==> src/pkg/mls_spi_target_regs.vh <==
// constants for the multi-lane spi target with crc checking
`ifndef MLS_SPI_TARGET_REGS_VH
`define MLS_SPI_TARGET_REGS_VH

`define MLS_CRC_SEED      8'ha5
`define MLS_CRC_POLY      8'h07
`define MLS_CRC_CFG_ADDR  7'h10
`define MLS_STATUS_ADDR   7'h11
`define MLS_STATUS_CRC    3
`define MLS_CRC_EN_ON     2'b01
`define MLS_CRC_EN_OFF    2'b00
`define MLS_LANE_DUAL     2'b01
`define MLS_CRC_EN_LSB    0
`define MLS_CRC_ENB_LSB   2

`endif

==> src/design/mls_spi_target.v <==
// multi-lane spi target with crc checking of register transactions
`timescale 1ns/1ps
`default_nettype none
`include "mls_spi_target_regs.vh"

module mls_spi_target
(
	input  wire        i_core_clk,
	input  wire        i_resetn,
	input  wire        i_cs_n,
	input  wire        i_sclk,
	input  wire [3:0]  i_lane_in,
	output reg  [3:0]  o_lane_out,
	output reg  [3:0]  o_lane_oe,
	input  wire        i_quad_strap,
	input  wire [1:0]  i_lane_mode,
	input  wire        i_ddr,
	input  wire        i_single_instr,
	input  wire        i_addr_ascend,
	input  wire [1:0]  i_reg_len,
	input  wire [31:0] i_rd_data,
	output reg  [6:0]  o_addr,
	output reg         o_wr,
	output reg  [6:0]  o_wr_addr,
	output reg  [31:0] o_wr_data,
	output reg  [1:0]  o_wr_len,
	output reg         o_crc_on,
	output reg         o_crc_fail,
	output reg         o_quad
);

	// ****************************************************************
	// state codes
	// ****************************************************************
	localparam [1:0] ST_INSTR = 2'd0;
	localparam [1:0] ST_DATA  = 2'd1;
	localparam [1:0] ST_CRC   = 2'd2;

	// msb first, no reflection, no final inversion
	function [7:0] crc8;
		input [7:0] crc;
		input [7:0] din;
		integer     k;
		reg     [7:0] c;
		begin
			c = crc ^ din;
			for (k = 0; k < 8; k = k + 1)
				c = c[7] ? ({c[6:0], 1'b0} ^ `MLS_CRC_POLY) : {c[6:0], 1'b0};
			crc8 = c;
		end
	endfunction

	// ****************************************************************
	// input synchronisers
	// ****************************************************************
	reg [2:0] cs_s_q;
	reg [2:0] sck_s_q;
	reg [3:0] ln0_q;
	reg [3:0] ln1_q;
	reg       strap0_q;
	reg       strap1_q;

	always @(posedge i_core_clk or negedge i_resetn)
		if (!i_resetn)
		begin
			cs_s_q   <= 3'h7;
			sck_s_q  <= 3'h0;
			ln0_q    <= 4'h0;
			ln1_q    <= 4'h0;
			strap0_q <= 1'b0;
			strap1_q <= 1'b0;
		end
		else
		begin
			cs_s_q   <= {cs_s_q[1:0], i_cs_n};
			sck_s_q  <= {sck_s_q[1:0], i_sclk};
			ln0_q    <= i_lane_in;
			ln1_q    <= ln0_q;
			strap0_q <= i_quad_strap;
			strap1_q <= strap0_q;
		end

	wire sck_rise = sck_s_q[1] & ~sck_s_q[2];
	wire sck_fall = ~sck_s_q[1] & sck_s_q[2];
	wire cs_act   = ~cs_s_q[1];
	wire cs_start = cs_s_q[2] & ~cs_s_q[1];
	wire cs_end   = ~cs_s_q[2] & cs_s_q[1];

	// ****************************************************************
	// frame state
	// ****************************************************************
	reg [1:0]  st_q;
	reg [1:0]  wm_q;
	reg        ddr_q;
	reg        rd_q;
	reg [3:0]  bcnt_q;
	reg [7:0]  rx_q;
	reg [1:0]  bidx_q;
	reg [1:0]  len_q;
	reg        ld_q;
	reg [31:0] wbuf_q;
	reg [31:0] rbuf_q;
	reg [7:0]  crc_q;
	reg        crc_pend_q;
	reg        crc_pend_v_q;
	reg [7:0]  tx_q;
	reg [2:0]  tcnt_q;
	reg [1:0]  stcnt_q;

	wire [3:0] nlanes = (wm_q == 2'd0) ? 4'd1 : (wm_q == 2'd1) ? 4'd2 : 4'd4;
	wire [3:0] bnext  = bcnt_q + nlanes;
	wire       byte_done = (bnext == 4'd8);

	// double rate only on write data and its crc byte
	wire ddr_on = ddr_q & ~rd_q & (st_q != ST_INSTR);
	wire samp   = cs_act & (sck_rise | (sck_fall & ddr_on));

	reg [7:0] rxn;
	always @*
	begin
		case (wm_q)
		2'd0:    rxn = {rx_q[6:0], ln1_q[0]};
		2'd1:    rxn = {rx_q[5:0], ln1_q[1:0]};
		default: rxn = {rx_q[3:0], ln1_q[3:0]};
		endcase
	end

	wire [7:0] rbyte = rbuf_q[{bidx_q, 3'b000} +: 8];

	reg [31:0] wnext;
	always @*
	begin
		wnext = wbuf_q;
		wnext[{bidx_q, 3'b000} +: 8] = rxn;
	end

	wire       last_b  = (bidx_q == len_q);
	wire       in_data = samp & byte_done & (st_q == ST_DATA);
	wire       in_crc  = samp & byte_done & (st_q == ST_CRC);
	// crc follows the whole register, not each byte
	wire       to_crc  = in_data & last_b & o_crc_on;
	wire       crc_ok  = (rxn == crc_q);
	wire       wr_now  = (in_data & last_b & ~o_crc_on & ~rd_q) |
	                     (in_crc & ~rd_q & crc_ok);
	wire       unit_end = (in_data & last_b & ~o_crc_on) | in_crc;
	wire [6:0] step    = {5'h0, len_q} + 7'd1;
	wire [6:0] addr_nx = i_addr_ascend ? (o_addr + step) : (o_addr - step);
	wire       miss    = cs_end & o_crc_on & ~rd_q &
	                     ((st_q == ST_CRC) |
	                      ((st_q == ST_DATA) & ((bidx_q != 2'd0) | (bcnt_q != 4'd0))));
	wire       set_fail = (in_crc & ~rd_q & ~crc_ok) | miss;
	wire       clr_fail = o_wr & (o_wr_addr == `MLS_STATUS_ADDR) &
	                      o_wr_data[`MLS_STATUS_CRC];
	wire [1:0] en_f  = o_wr_data[`MLS_CRC_EN_LSB +: 2];
	wire [1:0] enb_f = o_wr_data[`MLS_CRC_ENB_LSB +: 2];
	wire       cfg_wr = o_wr & (o_wr_addr == `MLS_CRC_CFG_ADDR) &
	                    (enb_f == ~en_f) &
	                    ((en_f == `MLS_CRC_EN_ON) | (en_f == `MLS_CRC_EN_OFF));

	// ****************************************************************
	// receive, crc and framing
	// ****************************************************************
	always @(posedge i_core_clk or negedge i_resetn)
		if (!i_resetn)
		begin
			st_q         <= ST_INSTR;
			wm_q         <= 2'd0;
			ddr_q        <= 1'b0;
			rd_q         <= 1'b0;
			bcnt_q       <= 4'h0;
			rx_q         <= 8'h00;
			bidx_q       <= 2'd0;
			len_q        <= 2'd0;
			ld_q         <= 1'b0;
			wbuf_q       <= 32'h0;
			rbuf_q       <= 32'h0;
			crc_q        <= 8'h00;
			crc_pend_q   <= 1'b0;
			crc_pend_v_q <= 1'b0;
			stcnt_q      <= 2'd0;
			o_addr       <= 7'h00;
			o_wr         <= 1'b0;
			o_wr_addr    <= 7'h00;
			o_wr_data    <= 32'h0;
			o_wr_len     <= 2'd0;
			o_crc_on     <= 1'b0;
			o_crc_fail   <= 1'b0;
			o_quad       <= 1'b0;
		end
		else
		begin
			// strap follows its pin for a few cycles after release
			if (stcnt_q != 2'd3)
			begin
				stcnt_q <= stcnt_q + 2'd1;
				o_quad  <= strap1_q;
			end
			o_wr       <= wr_now;
			o_crc_fail <= set_fail | (o_crc_fail & ~clr_fail);
			ld_q       <= 1'b0;
			if (ld_q)
			begin
				len_q  <= i_reg_len;
				rbuf_q <= i_rd_data;
			end
			if (wr_now)
			begin
				o_wr_addr <= o_addr;
				o_wr_data <= (st_q == ST_CRC) ? wbuf_q : wnext;
				o_wr_len  <= len_q;
			end
			if (cfg_wr)
			begin
				crc_pend_q   <= (en_f == `MLS_CRC_EN_ON);
				crc_pend_v_q <= 1'b1;
			end
			if (cs_start)
			begin
				// lane mode and rate fixed for the whole frame
				wm_q   <= o_quad ? 2'd2 :
				          (i_lane_mode == `MLS_LANE_DUAL) ? 2'd1 : 2'd0;
				ddr_q  <= i_ddr;
				st_q   <= ST_INSTR;
				bcnt_q <= 4'h0;
			end
			else if (cs_end)
			begin
				st_q   <= ST_INSTR;
				bcnt_q <= 4'h0;
				if (crc_pend_v_q)
				begin
					o_crc_on     <= crc_pend_q;
					crc_pend_v_q <= 1'b0;
				end
			end
			else if (samp)
			begin
				rx_q   <= rxn;
				bcnt_q <= byte_done ? 4'h0 : bnext;
				if (byte_done)
				begin
					case (st_q)
					ST_INSTR:
					begin
						rd_q   <= rxn[7];
						o_addr <= rxn[6:0];
						crc_q  <= crc8(`MLS_CRC_SEED, rxn);
						st_q   <= ST_DATA;
						bidx_q <= 2'd0;
						ld_q   <= 1'b1;
					end
					ST_DATA:
					begin
						if (rd_q)
							crc_q <= crc8(crc_q, rbyte);
						else
						begin
							crc_q  <= crc8(crc_q, rxn);
							wbuf_q <= wnext;
						end
						bidx_q <= bidx_q + 2'd1;
						if (to_crc)
							st_q <= ST_CRC;
					end
					default:
						st_q <= ST_DATA;
					endcase
					if (unit_end)
					begin
						bidx_q <= 2'd0;
						if (i_single_instr)
							st_q <= ST_INSTR;
						else
						begin
							st_q   <= ST_DATA;
							o_addr <= addr_nx;
							crc_q  <= {1'b0, addr_nx};
							ld_q   <= 1'b1;
						end
					end
				end
			end
		end

	// ****************************************************************
	// transmit on falling clock edges, always single rate
	// ****************************************************************
	wire tx_en = cs_act & sck_fall &
	             (((st_q == ST_DATA) & rd_q) |
	              ((st_q == ST_CRC) & (rd_q | (wm_q == 2'd0))));
	wire [7:0] tx_src = (st_q == ST_CRC) ? crc_q : rbyte;
	wire [7:0] tx_cur = (tcnt_q == 3'd0) ? tx_src : tx_q;
	wire [3:0] oe_dir = (wm_q == 2'd0) ? 4'b0010 :
	                    (~rd_q | (st_q == ST_INSTR)) ? 4'b0000 :
	                    (wm_q == 2'd1) ? 4'b0011 : 4'b1111;

	always @(posedge i_core_clk or negedge i_resetn)
		if (!i_resetn)
		begin
			tx_q       <= 8'h00;
			tcnt_q     <= 3'd0;
			o_lane_out <= 4'h0;
			o_lane_oe  <= 4'h0;
		end
		else
		begin
			o_lane_oe <= cs_act ? oe_dir : 4'h0;
			if (!cs_act)
			begin
				tcnt_q     <= 3'd0;
				o_lane_out <= 4'h0;
			end
			else if (samp & byte_done & (st_q == ST_INSTR))
				tcnt_q <= 3'd0;
			else if (tx_en)
			begin
				tx_q   <= tx_cur << nlanes[2:0];
				tcnt_q <= tcnt_q + nlanes[2:0];
				case (wm_q)
				2'd0:    o_lane_out <= {2'b00, tx_cur[7], 1'b0};
				2'd1:    o_lane_out <= {2'b00, tx_cur[7:6]};
				default: o_lane_out <= tx_cur[7:4];
				endcase
			end
		end

endmodule

`default_nettype wire

==> config.mk <==
export PLATFORM = sky130hd
export DESIGN_NAME = mls_spi_target
export DESIGN_NICKNAME = d
export VERILOG_FILES = /design/src/design/mls_spi_target.v
export VERILOG_INCLUDE_DIRS = /design/src /design/src/pkg
export SDC_FILE = /design/constraint.sdc
export NUM_CORES = 1
export LEC_CHECK = 0
export BUFFER_PORTS_ARGS = -buffer_cell sky130_fd_sc_hd__buf_2
export CORE_ASPECT_RATIO = 1.5
export CORE_MARGIN = 10
export CORE_UTILIZATION = 40
export DETAILED_ROUTE_END_ITERATION = 12
export SYNTH_ARGS = -nofsm -noshare
export SYNTH_HDL_FRONTEND = slang
export SYNTH_SLANG_ARGS = --single-unit
export TNS_END_PERCENT = 100
==> constraint.sdc <==
create_clock -name i_core_clk -period 4.2 [get_ports i_core_clk]
set_input_delay 0.21 -clock i_core_clk [delete_from_list [all_inputs] [get_ports i_core_clk]]
set_output_delay 0.21 -clock i_core_clk [all_outputs]
set_load 0.01 [all_outputs]
==> out/results.ini, run 1 <==
[power]
p_per_area_nw_per_um2 = 649.4
ir_drop_mv = 0.3051
seq_power_share_pct = 32.5
sw_frac_of_total_pct = 38.77
p_clk_share_pct = 23.3
power.switching_mw = 2.870
leakage_nw = 5.019
p_int_mw = 4.533
pwr-share-comb_pct = 44.1

[flow_run]
drv_cap = 0

[clocking]
cts_buffer_depth = 2
cts_setup_buffers = 0
clock_latency_ns = 0.45
cts_root_buffer = clkbuf_16
numCtsBuffers = 17
htreeDepth = 4
cts_tree = built
clk_pin_slew_ns = 0.07
clkSinkCount = 184

[place]
dpl.cell_count = 1248
dp_hpwl_mm = 19.27
placement.io_buffers = 107
routabilityCongestion = 0.9537

[yosys]
syn_avg_cell_area_um2 = 11.07
synth_edf_count = 0
yosys_warnings = 0
synthCells = 853
ys.flop_type = dfrtp_1
netlist_area_um2 = 9442
synthTopCellsByArea = dfrtp_1, mux2_2, xnor2_1, nand2_1, ha_1
ys_seq_elements = 184
synth-async-reset-ratio_pct = 100.0
ys_types = 80
synth_top_family_by_area = compound AO/OA/AOI/OAI gates
synth_compound_area_share_pct = 16.35
synth_top_cell_area_share_pct = 47.97
syn_nets = 927
yosysSeqAreaShare_pct = 48.81
synth-simple-area-share_pct = 10.12
synth_fa_ha_area_share_pct = 3.525
synthXorXnorAreaFrac_pct = 6.984
synth_mux_area_share_pct = 10.95
yosys.area.top_type = dfrtp_1

[sta]
worst_pin_slew_ns = 1.212
setup_viol_count_final = 0
min_period_over_period_pct = 81.88
max_freq_mhz = 290.8
max_slew_margin_pct = 18.35
finalSetupTns_ns = 0
skew_ns = 0.01288
drv_slew = 0
hold_viol = 0
fin_crit_ns = 3.439
rsz0062_at_grt = false

[worst_setup_path]
worstSetupEndpointType = flip-flop
cp_slowest_cell = dfrtp_1
critPathLaunchType = flip-flop
worstReg2RegEnd = wbuf_q[10]
critPathMaxStageDelay_ns = 0.83
reg2reg_from = wm_q[1]
r2r_setup_slack_ns = 0.76
reg2reg_depth = 10
crit_chain = nand2b_1 > xnor2_1 > ha_1 > or2_1 > o211a_1 > nor2_2 > nand4_4 > nor3_4 > nand4_1 > o2bb2ai_1
cp_max_fo = 24
arrival_ns = 3.80
crit_type = flip-flop to flip-flop
cp_data_required_time_ns = 4.56

[routing]
finalWirelength_mm = 26.19
vias_per_cell = 5.328
vias = 7044
drc = 0
drt-initial-drc-count = 417
ant_nets = 0
wl_per_cell_um = 19.81
dr.pass1.iters = 5

[layout]
drive_above_1_share_pct = 24.53
layout.cells.non_filler = 1322
fin_util_pct = 49.26
multiInputGateArea_um2 = 4526
regArea_um2 = 4608
syn2layout_area_growth_pct = 20.74
fin_nets = 1068
n_antenna_cell = 0
nFillCells = 2190

[floorplan]
design.die.area_um2 = 30280
io_pins = 108
rows = 68
start_util_pct = 40.80
die_w_um = 145.4
core_area_um2 = 23140
fp.dieH_um = 208.2

[global_route]
grt.overflow.total = 0
grt_pass1_vias = 7439
antenna_found_initial = 0
grt_max_degree = 88
grt_use_total_pct = 17.63
grt_pass1_wl_mm = 42.51

[worst_hold_path]
hold_start = i_rd_data[3]
whs_path_depth = 2
hold_class = input port to flip-flop
hold_path_end = rbuf_q[3]

[status]
status = complete, no violations

-- sequential cells by signal, indices dropped and copies added (netlist names), 2 cells and up --
| name | count |
|---|---|
| ln1_q | 4 |
| wbuf_q | 32 |
| o_wr_len | 2 |
| ln0_q | 4 |
| o_lane_oe | 3 |
| o_addr | 7 |
| stcnt_q | 2 |
| st_q | 2 |
| crc_q | 8 |
| tx_q | 8 |
| sck_s_q | 3 |
| bidx_q | 2 |
| len_q | 2 |
| o_lane_out | 4 |
| o_wr_data | 32 |
| o_wr_addr | 7 |
| wm_q | 2 |
| tcnt_q | 3 |
| bcnt_q | 4 |
| cs_s_q | 3 |
| rbuf_q | 32 |
| rx_q | 7 |
-- power groups by stage --
stage / Combinational, mW / Sequential (mW) / Clock [mW]
2_1_floorplan: 2.41 / 2.32 / 0
3_3_place_gp: 3.20 / 2.44 / 0
3_5_place_dp: 3.23 / 2.44 / 0
4_1_cts: 3.28 / 2.41 / 1.77
5_1_grt: 3.57 / 2.45 / 1.83
6_report: 3.27 / 2.41 / 1.73
-- cells in the final DEF (no fill, tap or decap), types with 3 or more instances in the layout --
cell,instances
xor2_1,12
nor2b_1,3
inv_1,22
o21a_1,6
nand4_1,5
mux4_2,9
o32ai_1,3
xnor2_1,57
clkbuf_16,17
bufinv_16,3
o21ai_1,22
nand3_1,14
a211oi_1,5
buf_4,21
and4_1,5
a21oi_1,25
o21ai_0,41
mux2_2,46
dfrtp_1,181
nand2_1,89
o21ai_2,3
dfstp_2,3
a22oi_1,33
ha_1,25
mux2_4,6
o211ai_1,5
inv_6,4
mux2i_1,20
dlygate4sd3_1,42
nor2_1,39
a22o_1,5
a31oi_1,3
nor3_1,5
buf_2,106
clkbuf_8,3
nand2b_1,10
o22ai_1,17
nor3b_1,3
o2bb2ai_1,32
-- cells in the mapped netlist (all sizes together), types with 4 or more instances --
cell type  instances
nand2             90
inv               22
ha                25
nand2b            10
mux2              52
xnor2             59
o2bb2ai           32
xor2              12
o21a               6
a211oi             6
o22ai             17
dfrtp            181
buf               22
o211ai             5
nor3b              4
clkbuf            28
o21ai             66
a22oi             33
a31oi              4
a22o               5
mux4               9
nor3               6
a21oi             26
mux2i             21
and4               5
nor2              41
nand3             15
nand4              6
-- kinds of logic after synthesis --
| kind of cell | count (synthesis) |
|---|---|
| xor+xnor | 72 |
| compound gates | 224 |
| fa+ha+maj | 26 |
| simple gates | 193 |
| buf+inv | 72 |
| mux | 82 |
| flops | 184 |
-- per-stage QoR --
stage          cell area (µm²)  setup slack [ns]  hold WS, ns  power (mW)
3_5_place_dp             10350            0.8174       0.2464       5.669
4_1_cts                  11400            0.7927     0.004459       7.452
3_3_place_gp             10350            0.9029       0.2428       5.639
6_report                 11400            0.7611      0.01904       7.403
2_1_floorplan             9442            0.9163     -0.08559       4.729
5_1_grt                  11400            0.4819     0.006044       7.858
-- how the worst max path moves through the flow --
stage,from,to,slack [ns],cells past startpoint
final,wm_q[1],wbuf_q[10],0.76,10
after global routing,wm_q[1],wbuf_q[28],0.48,10
after CTS,wm_q[1],o_wr_data[29],0.79,10
after detailed placement,wm_q[1],o_wr_data[29],0.82,11
after global placement,wm_q[1],o_wr_data[27],0.90,11
after floorplan,wm_q[1],crc_q[2],0.92,14
-- final cells by class --
type	instances	share of cell area, %
Tap cell	315	3.457
Inverter	22	0.7244
Multi-Input combinational cell	597	39.70
Sequential cell	184	40.42
Clock inverter	12	1.427
Clock buffer	20	4.094
Timing Repair Buffer	172	10.17
-- layer usage --
layer / global-route usage, % / up-vias / wire length, µm
met1: 19.55 / 3479 / 10330
li1: - / 3365 / -
met5: 0 / - / 0
met3: 3.671 / 45 / 1031
met4: 6.834 / 0 / 764
met2: 32.12 / 155 / 14060
-- critical path, delay by kind of cell, from the launching register on --
family          cells  cell delay [ns]
xor+xnor            1             0.09
compound gates      2             0.51
flops               1             0.83
simple gates        6             1.71
fa+ha+maj           1             0.21
-- repair_timing --
action / 4_1_cts / 5_1_grt
resized for setup: 0 / 0
endpoints found under the hold margin: 101 / 0
hold buffers: 42 / 0
Note: power is estimated with default switching activity, not from simulation.
==> inputs of run 2 (changes only) <==
clock period = 3.28 ns   (was 4.2 ns; I/O delays follow)
==> run 2 against run 1 <==
Count of clock-buffer cells in the layout is 2 lower. Sequential share of layout area down 0.36 points. Hold slack gained 0.27 ns. Design area increased by 0.89%. Via count grew 1.1%. Register-to-register slack got worse by 0.55 ns. Maximum frequency is 12% higher. Die area unchanged. Cell count increased by 1.3%. Flip-flop and latch count is the same. First-iteration DRC count is 35% higher. Setup slack lost 0.55 ns. Critical endpoint is now wbuf_q[23]. Highest routed layer unchanged.
==> out/results.ini, run 2 (synthesis results as in run 1) <==
[floorplan]
design.die.area_um2 = 30280  ; unchanged
rows = 68  ; unchanged
die_w_um = 145.4  ; unchanged
start_util_pct = 40.80  ; unchanged
io_pins = 108  ; unchanged
fp.dieH_um = 208.2  ; unchanged
core_area_um2 = 23140  ; unchanged

[power]
ir_drop_mv = 0.4772  ; +56%
p_per_area_nw_per_um2 = 826.4  ; +27%
p_clk_share_pct = 22.2  ; -1.1 points
sw_frac_of_total_pct = 39.47  ; +0.70 points
finalPower_mw = 9.505  ; +28%
pwr-share-comb_pct = 45.3  ; +1.2 points
seq_power_share_pct = 32.5  ; about the same
leakage_nw = 5.086  ; +1.3%
p_int_mw = 5.753  ; +27%
power.switching_mw = 3.751  ; +31%

[flow_run]
drv_cap = 0  ; unchanged

[worst_setup_path]
cp_data_required_time_ns = 3.64  ; -0.92 ns
critPathLaunchType = flip-flop
worstSetupEndpointType = flip-flop
cp_slowest_cell = dfrtp_1
crit_chain = nand2b_1 > xnor2_1 > ha_1 > or2_1 > o211a_1 > nor2_2 > nand4_4 > nor3_4 > nand4_1 > o2bb2ai_1
worst-path-buf-inv = 0  ; unchanged
critPathMaxStageDelay_ns = 0.47  ; -0.36 ns
crit_type = flip-flop to flip-flop
cp_max_fo = 8  ; -67%
cp_top_family = simple AND/OR/NAND/NOR gates
arrival_ns = 3.43  ; -0.37 ns

[global_route]
grt_pass1_vias = 7586  ; +2.0%
antenna_found_initial = 0  ; unchanged
grt_pass1_wl_mm = 42.69  ; +0.42%
grt_max_degree = 76  ; -14%
grt.overflow.total = 0  ; unchanged
grt_use_total_pct = 17.70  ; +0.076 points

[sta]
skew_ns = 0.01931  ; +0.006433 ns
worst_pin_slew_ns = 0.7431  ; -0.4688 ns
finalSetupTns_ns = 0  ; unchanged
drv_slew = 0  ; unchanged
max_freq_mhz = 325.3  ; +12%
setup_viol_count_final = 0  ; unchanged
hold_viol = 0  ; unchanged
rsz0062_at_grt = true
max_slew_margin_pct = 50.46  ; +32 points
fin_crit_ns = 3.074  ; -0.3652 ns
min_period_over_period_pct = 93.71  ; +12 points
fin_ws_ns = 0.2062  ; -0.5548 ns
fin_hold_ws_ns = 0.2849  ; +0.2659 ns

[layout]
reg_top3 = o_wr_data x32, rbuf_q x32, wbuf_q x32
fin_nets = 1086  ; +1.7%
nFillCells = 2166  ; -1.1%
n_antenna_cell = 0  ; unchanged
final_cell_mix = dfrtp_1, buf_2, nand2_1
final_area_um2 = 11500  ; +0.89%
syn2layout_area_growth_pct = 21.81
final_common_cell = dfrtp_1
layout.cells.non_filler = 1339  ; +1.3%
fin_util_pct = 49.70  ; +0.44 points
drive_above_1_share_pct = 25.39  ; +0.86 points

[routing]
drt-initial-drc-count = 563  ; +35%
vias_per_cell = 5.320  ; -0.16%
drc = 0  ; unchanged
vias = 7123  ; +1.1%
dr.pass1.iters = 5  ; unchanged
wl_per_cell_um = 19.64  ; -0.86%
ant_nets = 0  ; unchanged
finalWirelength_mm = 26.30  ; +0.42%

[clocking]
cts_tree = built
clkSinkCount = 184  ; unchanged
clock_latency_ns = 0.45  ; about the same
cts_root_buffer = clkbuf_16
cts_buffer_depth = 2  ; unchanged
numCtsBuffers = 17  ; unchanged
htreeDepth = 4  ; unchanged
clk_pin_slew_ns = 0.07  ; about the same
cts-resized-gates = 0  ; unchanged

[place]
dpl.cell_count = 1262  ; +1.1%
place_ws_ns = 0.2699  ; -0.5475 ns
routabilityCongestion = 0.8966  ; -6.0%
place_area_um2 = 10460  ; +1.0%
dp_hpwl_mm = 19.20  ; -0.32%
placement.io_buffers = 107  ; unchanged

[status]
status = complete, no violations

[worst_hold_path]
hold_class = input port to flip-flop

## run 2: changes by cell type in the layout (fill, tap and decap cells not counted), sizes merged
cell / previous run / this run
inv: 27 / 30
clkinv: 3 / 2
dlygate4sd3: 42 / 45
buf: 130 / 145
bufinv: 3 / 2
clkbuf: 20 / 18
## run 2: path summary, 6_finish.rpt
check,cells after the start,to,slack (ns),startpoint
setup / recovery,10,wbuf_q[23],0.21,wm_q[1]
min in group asynchronous,2,rbuf_q[22],0.31,i_resetn
hold reg to reg,0,ln1_q[2],0.35,ln0_q[2]
setup reg to reg,10,wbuf_q[23],0.21,wm_q[1]
max in group asynchronous,3,o_wr_data[25],2.09,i_resetn
hold / removal,3,st_q[0],0.28,i_single_instr
## run 2: repair_timing
item                                    4_1_cts  5_1_grt
endpoints found under the setup margin        0        1
buffers inserted                              0        1
hold buffers                                 45        0
hold endpoints to repair                    114        0
## run 2: area by class of cell
class | instances | area (µm²) | share of cell area (%)
flip-flops and latches | 184 | 4608 | 40.07
multi-input cells | 597 | 4526 | 39.35
repair buffers | 190 | 1303 | 11.33
clock buffers | 18 | 429.2 | 3.732
well taps | 315 | 394.1 | 3.427
clock inverters | 13 | 158.9 | 1.382
inverters | 22 | 82.58 | 0.7180
## run 2: routing by layer
layer  track usage (%)  share of wire [%]
met5                 0                  0
met3             3.606                3.8
met2             31.29                 52
met1             20.18                 40
met4             7.741                3.3
## run 2: worst reg2reg max path, cell delays in order (launching register included)
cell and delay [ns]:
dfrtp_1 0.47, nand2b_1 0.23, xnor2_1 0.15, ha_1 0.21, or2_1 0.22, o211a_1 0.24
nor2_2 0.29, nand4_4 0.21, nor3_4 0.35, nand4_1 0.37, o2bb2ai_1 0.27
## run 2: power by group through the flow
stage / clock (mW) / combinational, mW / sequential [mW]
floorplan: 0 / 3.09 / 2.97
global placement: 0 / 4.20 / 3.12
detailed placement: 0 / 4.24 / 3.13
CTS: 2.16 / 4.31 / 3.09
global route: 2.25 / 4.67 / 3.15
finish: 2.11 / 4.31 / 3.09
==> inputs of run 3 (changes only) <==
CELL_PAD_IN_SITES_DETAIL_PLACEMENT = 1   (was default)
CELL_PAD_IN_SITES_GLOBAL_PLACEMENT = 2   (was default)
CORE_MARGIN = default   (was 10)
CORE_UTILIZATION = 39   (was 40)
PLACE_DENSITY_LB_ADDON = 0.1   (was default)
==> run 3 against run 2 <==
Largest power group unchanged. Flip-flop and latch count did not move. Critical path depth did not move. Maximum frequency rose by 1.7%. Critical endpoint is now wbuf_q[21]. Design area rose by 0.49%.
==> out/results.ini, run 3 (synthesis results as in run 1) <==
[layout]
final_area_um2 = 11560  ; +0.49%
layout.cells.non_filler = 1352  ; +0.97%
reg_top3 = o_wr_data x32, rbuf_q x32, wbuf_q x32
n_antenna_cell = 0  ; unchanged
final_cell_mix = dfrtp_1, buf_2, nand2_1
nFillCells = 2622  ; +21%
fin_nets = 1094  ; +0.74%
syn2layout_area_growth_pct = 22.41
fin_util_pct = 48.68  ; -1.0 points
final_common_cell = dfrtp_1
drive_above_1_share_pct = 26.04  ; +0.65 points

[global_route]
grt.busiest_layer = met2
grt_use_total_pct = 25.40  ; +7.7 points
grt_max_degree = 74  ; -2.6%
grt_pass1_wl_mm = 46.21  ; +8.2%
use_met2_pct = 48.63  ; +17 points
grt.overflow.total = 0  ; unchanged
grt_use_met3_pct = 3.660  ; +0.054 points
antenna_found_initial = 0  ; unchanged
use_met1_pct = 27.04  ; +6.9 points
grt_pass1_vias = 8071  ; +6.4%

[sta]
hold_viol = 0  ; unchanged
setup_viol_count_final = 0  ; unchanged
fin_crit_ns = 3.022  ; -0.05205 ns
min_period_over_period_pct = 92.13  ; -1.6 points
finalSetupTns_ns = 0  ; unchanged
skew_ns = 0.01016  ; -0.009149 ns
max_freq_mhz = 330.9  ; +1.7%
max_slew_margin_pct = 58.79  ; +8.3 points
worst_pin_slew_ns = 0.6182  ; -0.1248 ns
rsz0062_at_grt = false
drv_slew = 0  ; unchanged

[routing]
ant_nets = 0  ; unchanged
dr.pass1.iters = 5  ; unchanged
wl_per_cell_um = 21.96  ; +12%
vias = 7325  ; +2.8%
vias_per_cell = 5.418  ; +1.8%
finalWirelength_mm = 29.69  ; +13%
drt-initial-drc-count = 301  ; -47%
drc = 0  ; unchanged

[worst_setup_path]
cp_max_fo = 8  ; unchanged
reg2reg_depth = 10  ; unchanged
worstSetupEndpointType = flip-flop
cp_data_required_time_ns = 3.63  ; about the same
worstReg2RegEnd = wbuf_q[21]
crit_type = flip-flop to flip-flop
reg2reg_from = wm_q[1]
arrival_ns = 3.37  ; -0.06 ns
r2r_setup_slack_ns = 0.26  ; +0.05 ns
critPathLaunchType = flip-flop

[floorplan]
core_area_um2 = 23740  ; +2.6%
rows = 69  ; +1.5%
fp.dieH_um = 192.6  ; -7.5%
die_w_um = 129.0  ; -11%
design.die.area_um2 = 24850  ; -18%
start_util_pct = 39.77  ; -1.0 points
io_pins = 108  ; unchanged

[clocking]
cts_root_buffer = clkbuf_16
htreeDepth = 4  ; unchanged
clk_pin_slew_ns = 0.06  ; about the same
cts_buffer_depth = 2  ; unchanged
clock_latency_ns = 0.44  ; about the same
cts_tree = built
clkSinkCount = 184  ; unchanged
numCtsBuffers = 17  ; unchanged

[power]
leakage_nw = 5.116  ; +0.59%
power.switching_mw = 3.956  ; +5.4%
seq_power_share_pct = 32.1  ; -0.4 points
p_int_mw = 5.792  ; +0.68%
p_per_area_nw_per_um2 = 843.5  ; +2.1%
p_clk_share_pct = 20.8  ; -1.4 points
ir_drop_mv = 0.4432  ; -7.1%
sw_frac_of_total_pct = 40.58  ; +1.1 points
pwr-share-comb_pct = 47.1  ; +1.8 points

[place]
dpl.cell_count = 1274  ; +0.95%
place_area_um2 = 10520  ; +0.62%
dp_hpwl_mm = 22.74  ; +18%
routabilityCongestion = 0.8777  ; -2.1%
placement.io_buffers = 107  ; unchanged

[worst_hold_path]
hold_path_end = st_q[0]
hold_start = i_single_instr
hold_class = input port to flip-flop
whs_path_depth = 3  ; unchanged

[flow_run]
drv_cap = 0  ; unchanged

[status]
status = complete, no violations

==> run 3: worst max-delay path: stages (launching register included) <==
cell,delay [ns]
dfrtp_1,0.47
nand2b_1,0.24
xnor2_1,0.16
ha_1,0.21
or2_1,0.22
o211a_1,0.26
nor2_2,0.19
nand4_4,0.15
nor3_4,0.35
nand4_1,0.40
o2bb2ai_1,0.27
==> run 3: power groups by stage <==
| stage | Clock (mW) | Sequential, mW | Combinational [mW] |
|---|---|---|---|
| finish | 2.03 | 3.12 | 4.59 |
| CTS | 2.09 | 3.13 | 4.64 |
| global route | 2.16 | 3.18 | 4.99 |
| detailed placement | 0 | 3.17 | 4.55 |
| floorplan | 0 | 2.97 | 3.09 |
| global placement | 0 | 3.15 | 4.45 |
==> run 3: layer usage <==
layer / wire length [µm] / part of all wire (%)
met2: 16560 / 56
met5: 0 / 0
met1: 11410 / 38
met3: 654 / 2.2
met4: 1071 / 3.6
==> run 3: stage by stage <==
| stage | hold WS (ns) | setup slack (ns) | total power, mW |
|---|---|---|---|
| final | 0.2818 | 0.2583 | 9.748 |
| after global routing | 0.2861 | 0.04815 | 10.33 |
| after CTS | 0.2445 | 0.08729 | 9.859 |
| after detailed placement | 0.2041 | 0.1175 | 7.727 |
| after global placement | 0.1894 | 0.2731 | 7.598 |
| after floorplan | -0.1316 | 0.05356 | 6.056 |
==> run 3: cell type report <==
cell class	instances	area, µm²	share of cell area, %
flip-flops and latches	184	4609	39.88
clock inverters	9	90.09	0.7795
repair buffers	198	1363	11.79
multi-input cells	597	4526	39.16
clock buffers	23	488.0	4.222
well taps	319	399.1	3.454
inverters	22	82.58	0.7145
==> run 3: repair_timing <==
action / in CTS / in global routing
resized for setup: 0 / 1
hold endpoints to repair: 108 / 0
endpoints found under the setup margin: 0 / 31
setup buffers: 0 / 1
hold buffers: 45 / 0
==> run 3: worst max-delay path by stage <==
stage / start / to / slack, ns / cells past startpoint
floorplan: wm_q[1] / crc_q[2] / 0.05 / 14
global placement: wm_q[0] / o_wr_len[0] / 0.27 / 10
detailed placement: wm_q[0] / wbuf_q[17] / 0.12 / 10
CTS: wm_q[0] / wbuf_q[21] / 0.09 / 10
global route: wm_q[1] / wbuf_q[26] / 0.05 / 10
finish: wm_q[1] / wbuf_q[21] / 0.26 / 10
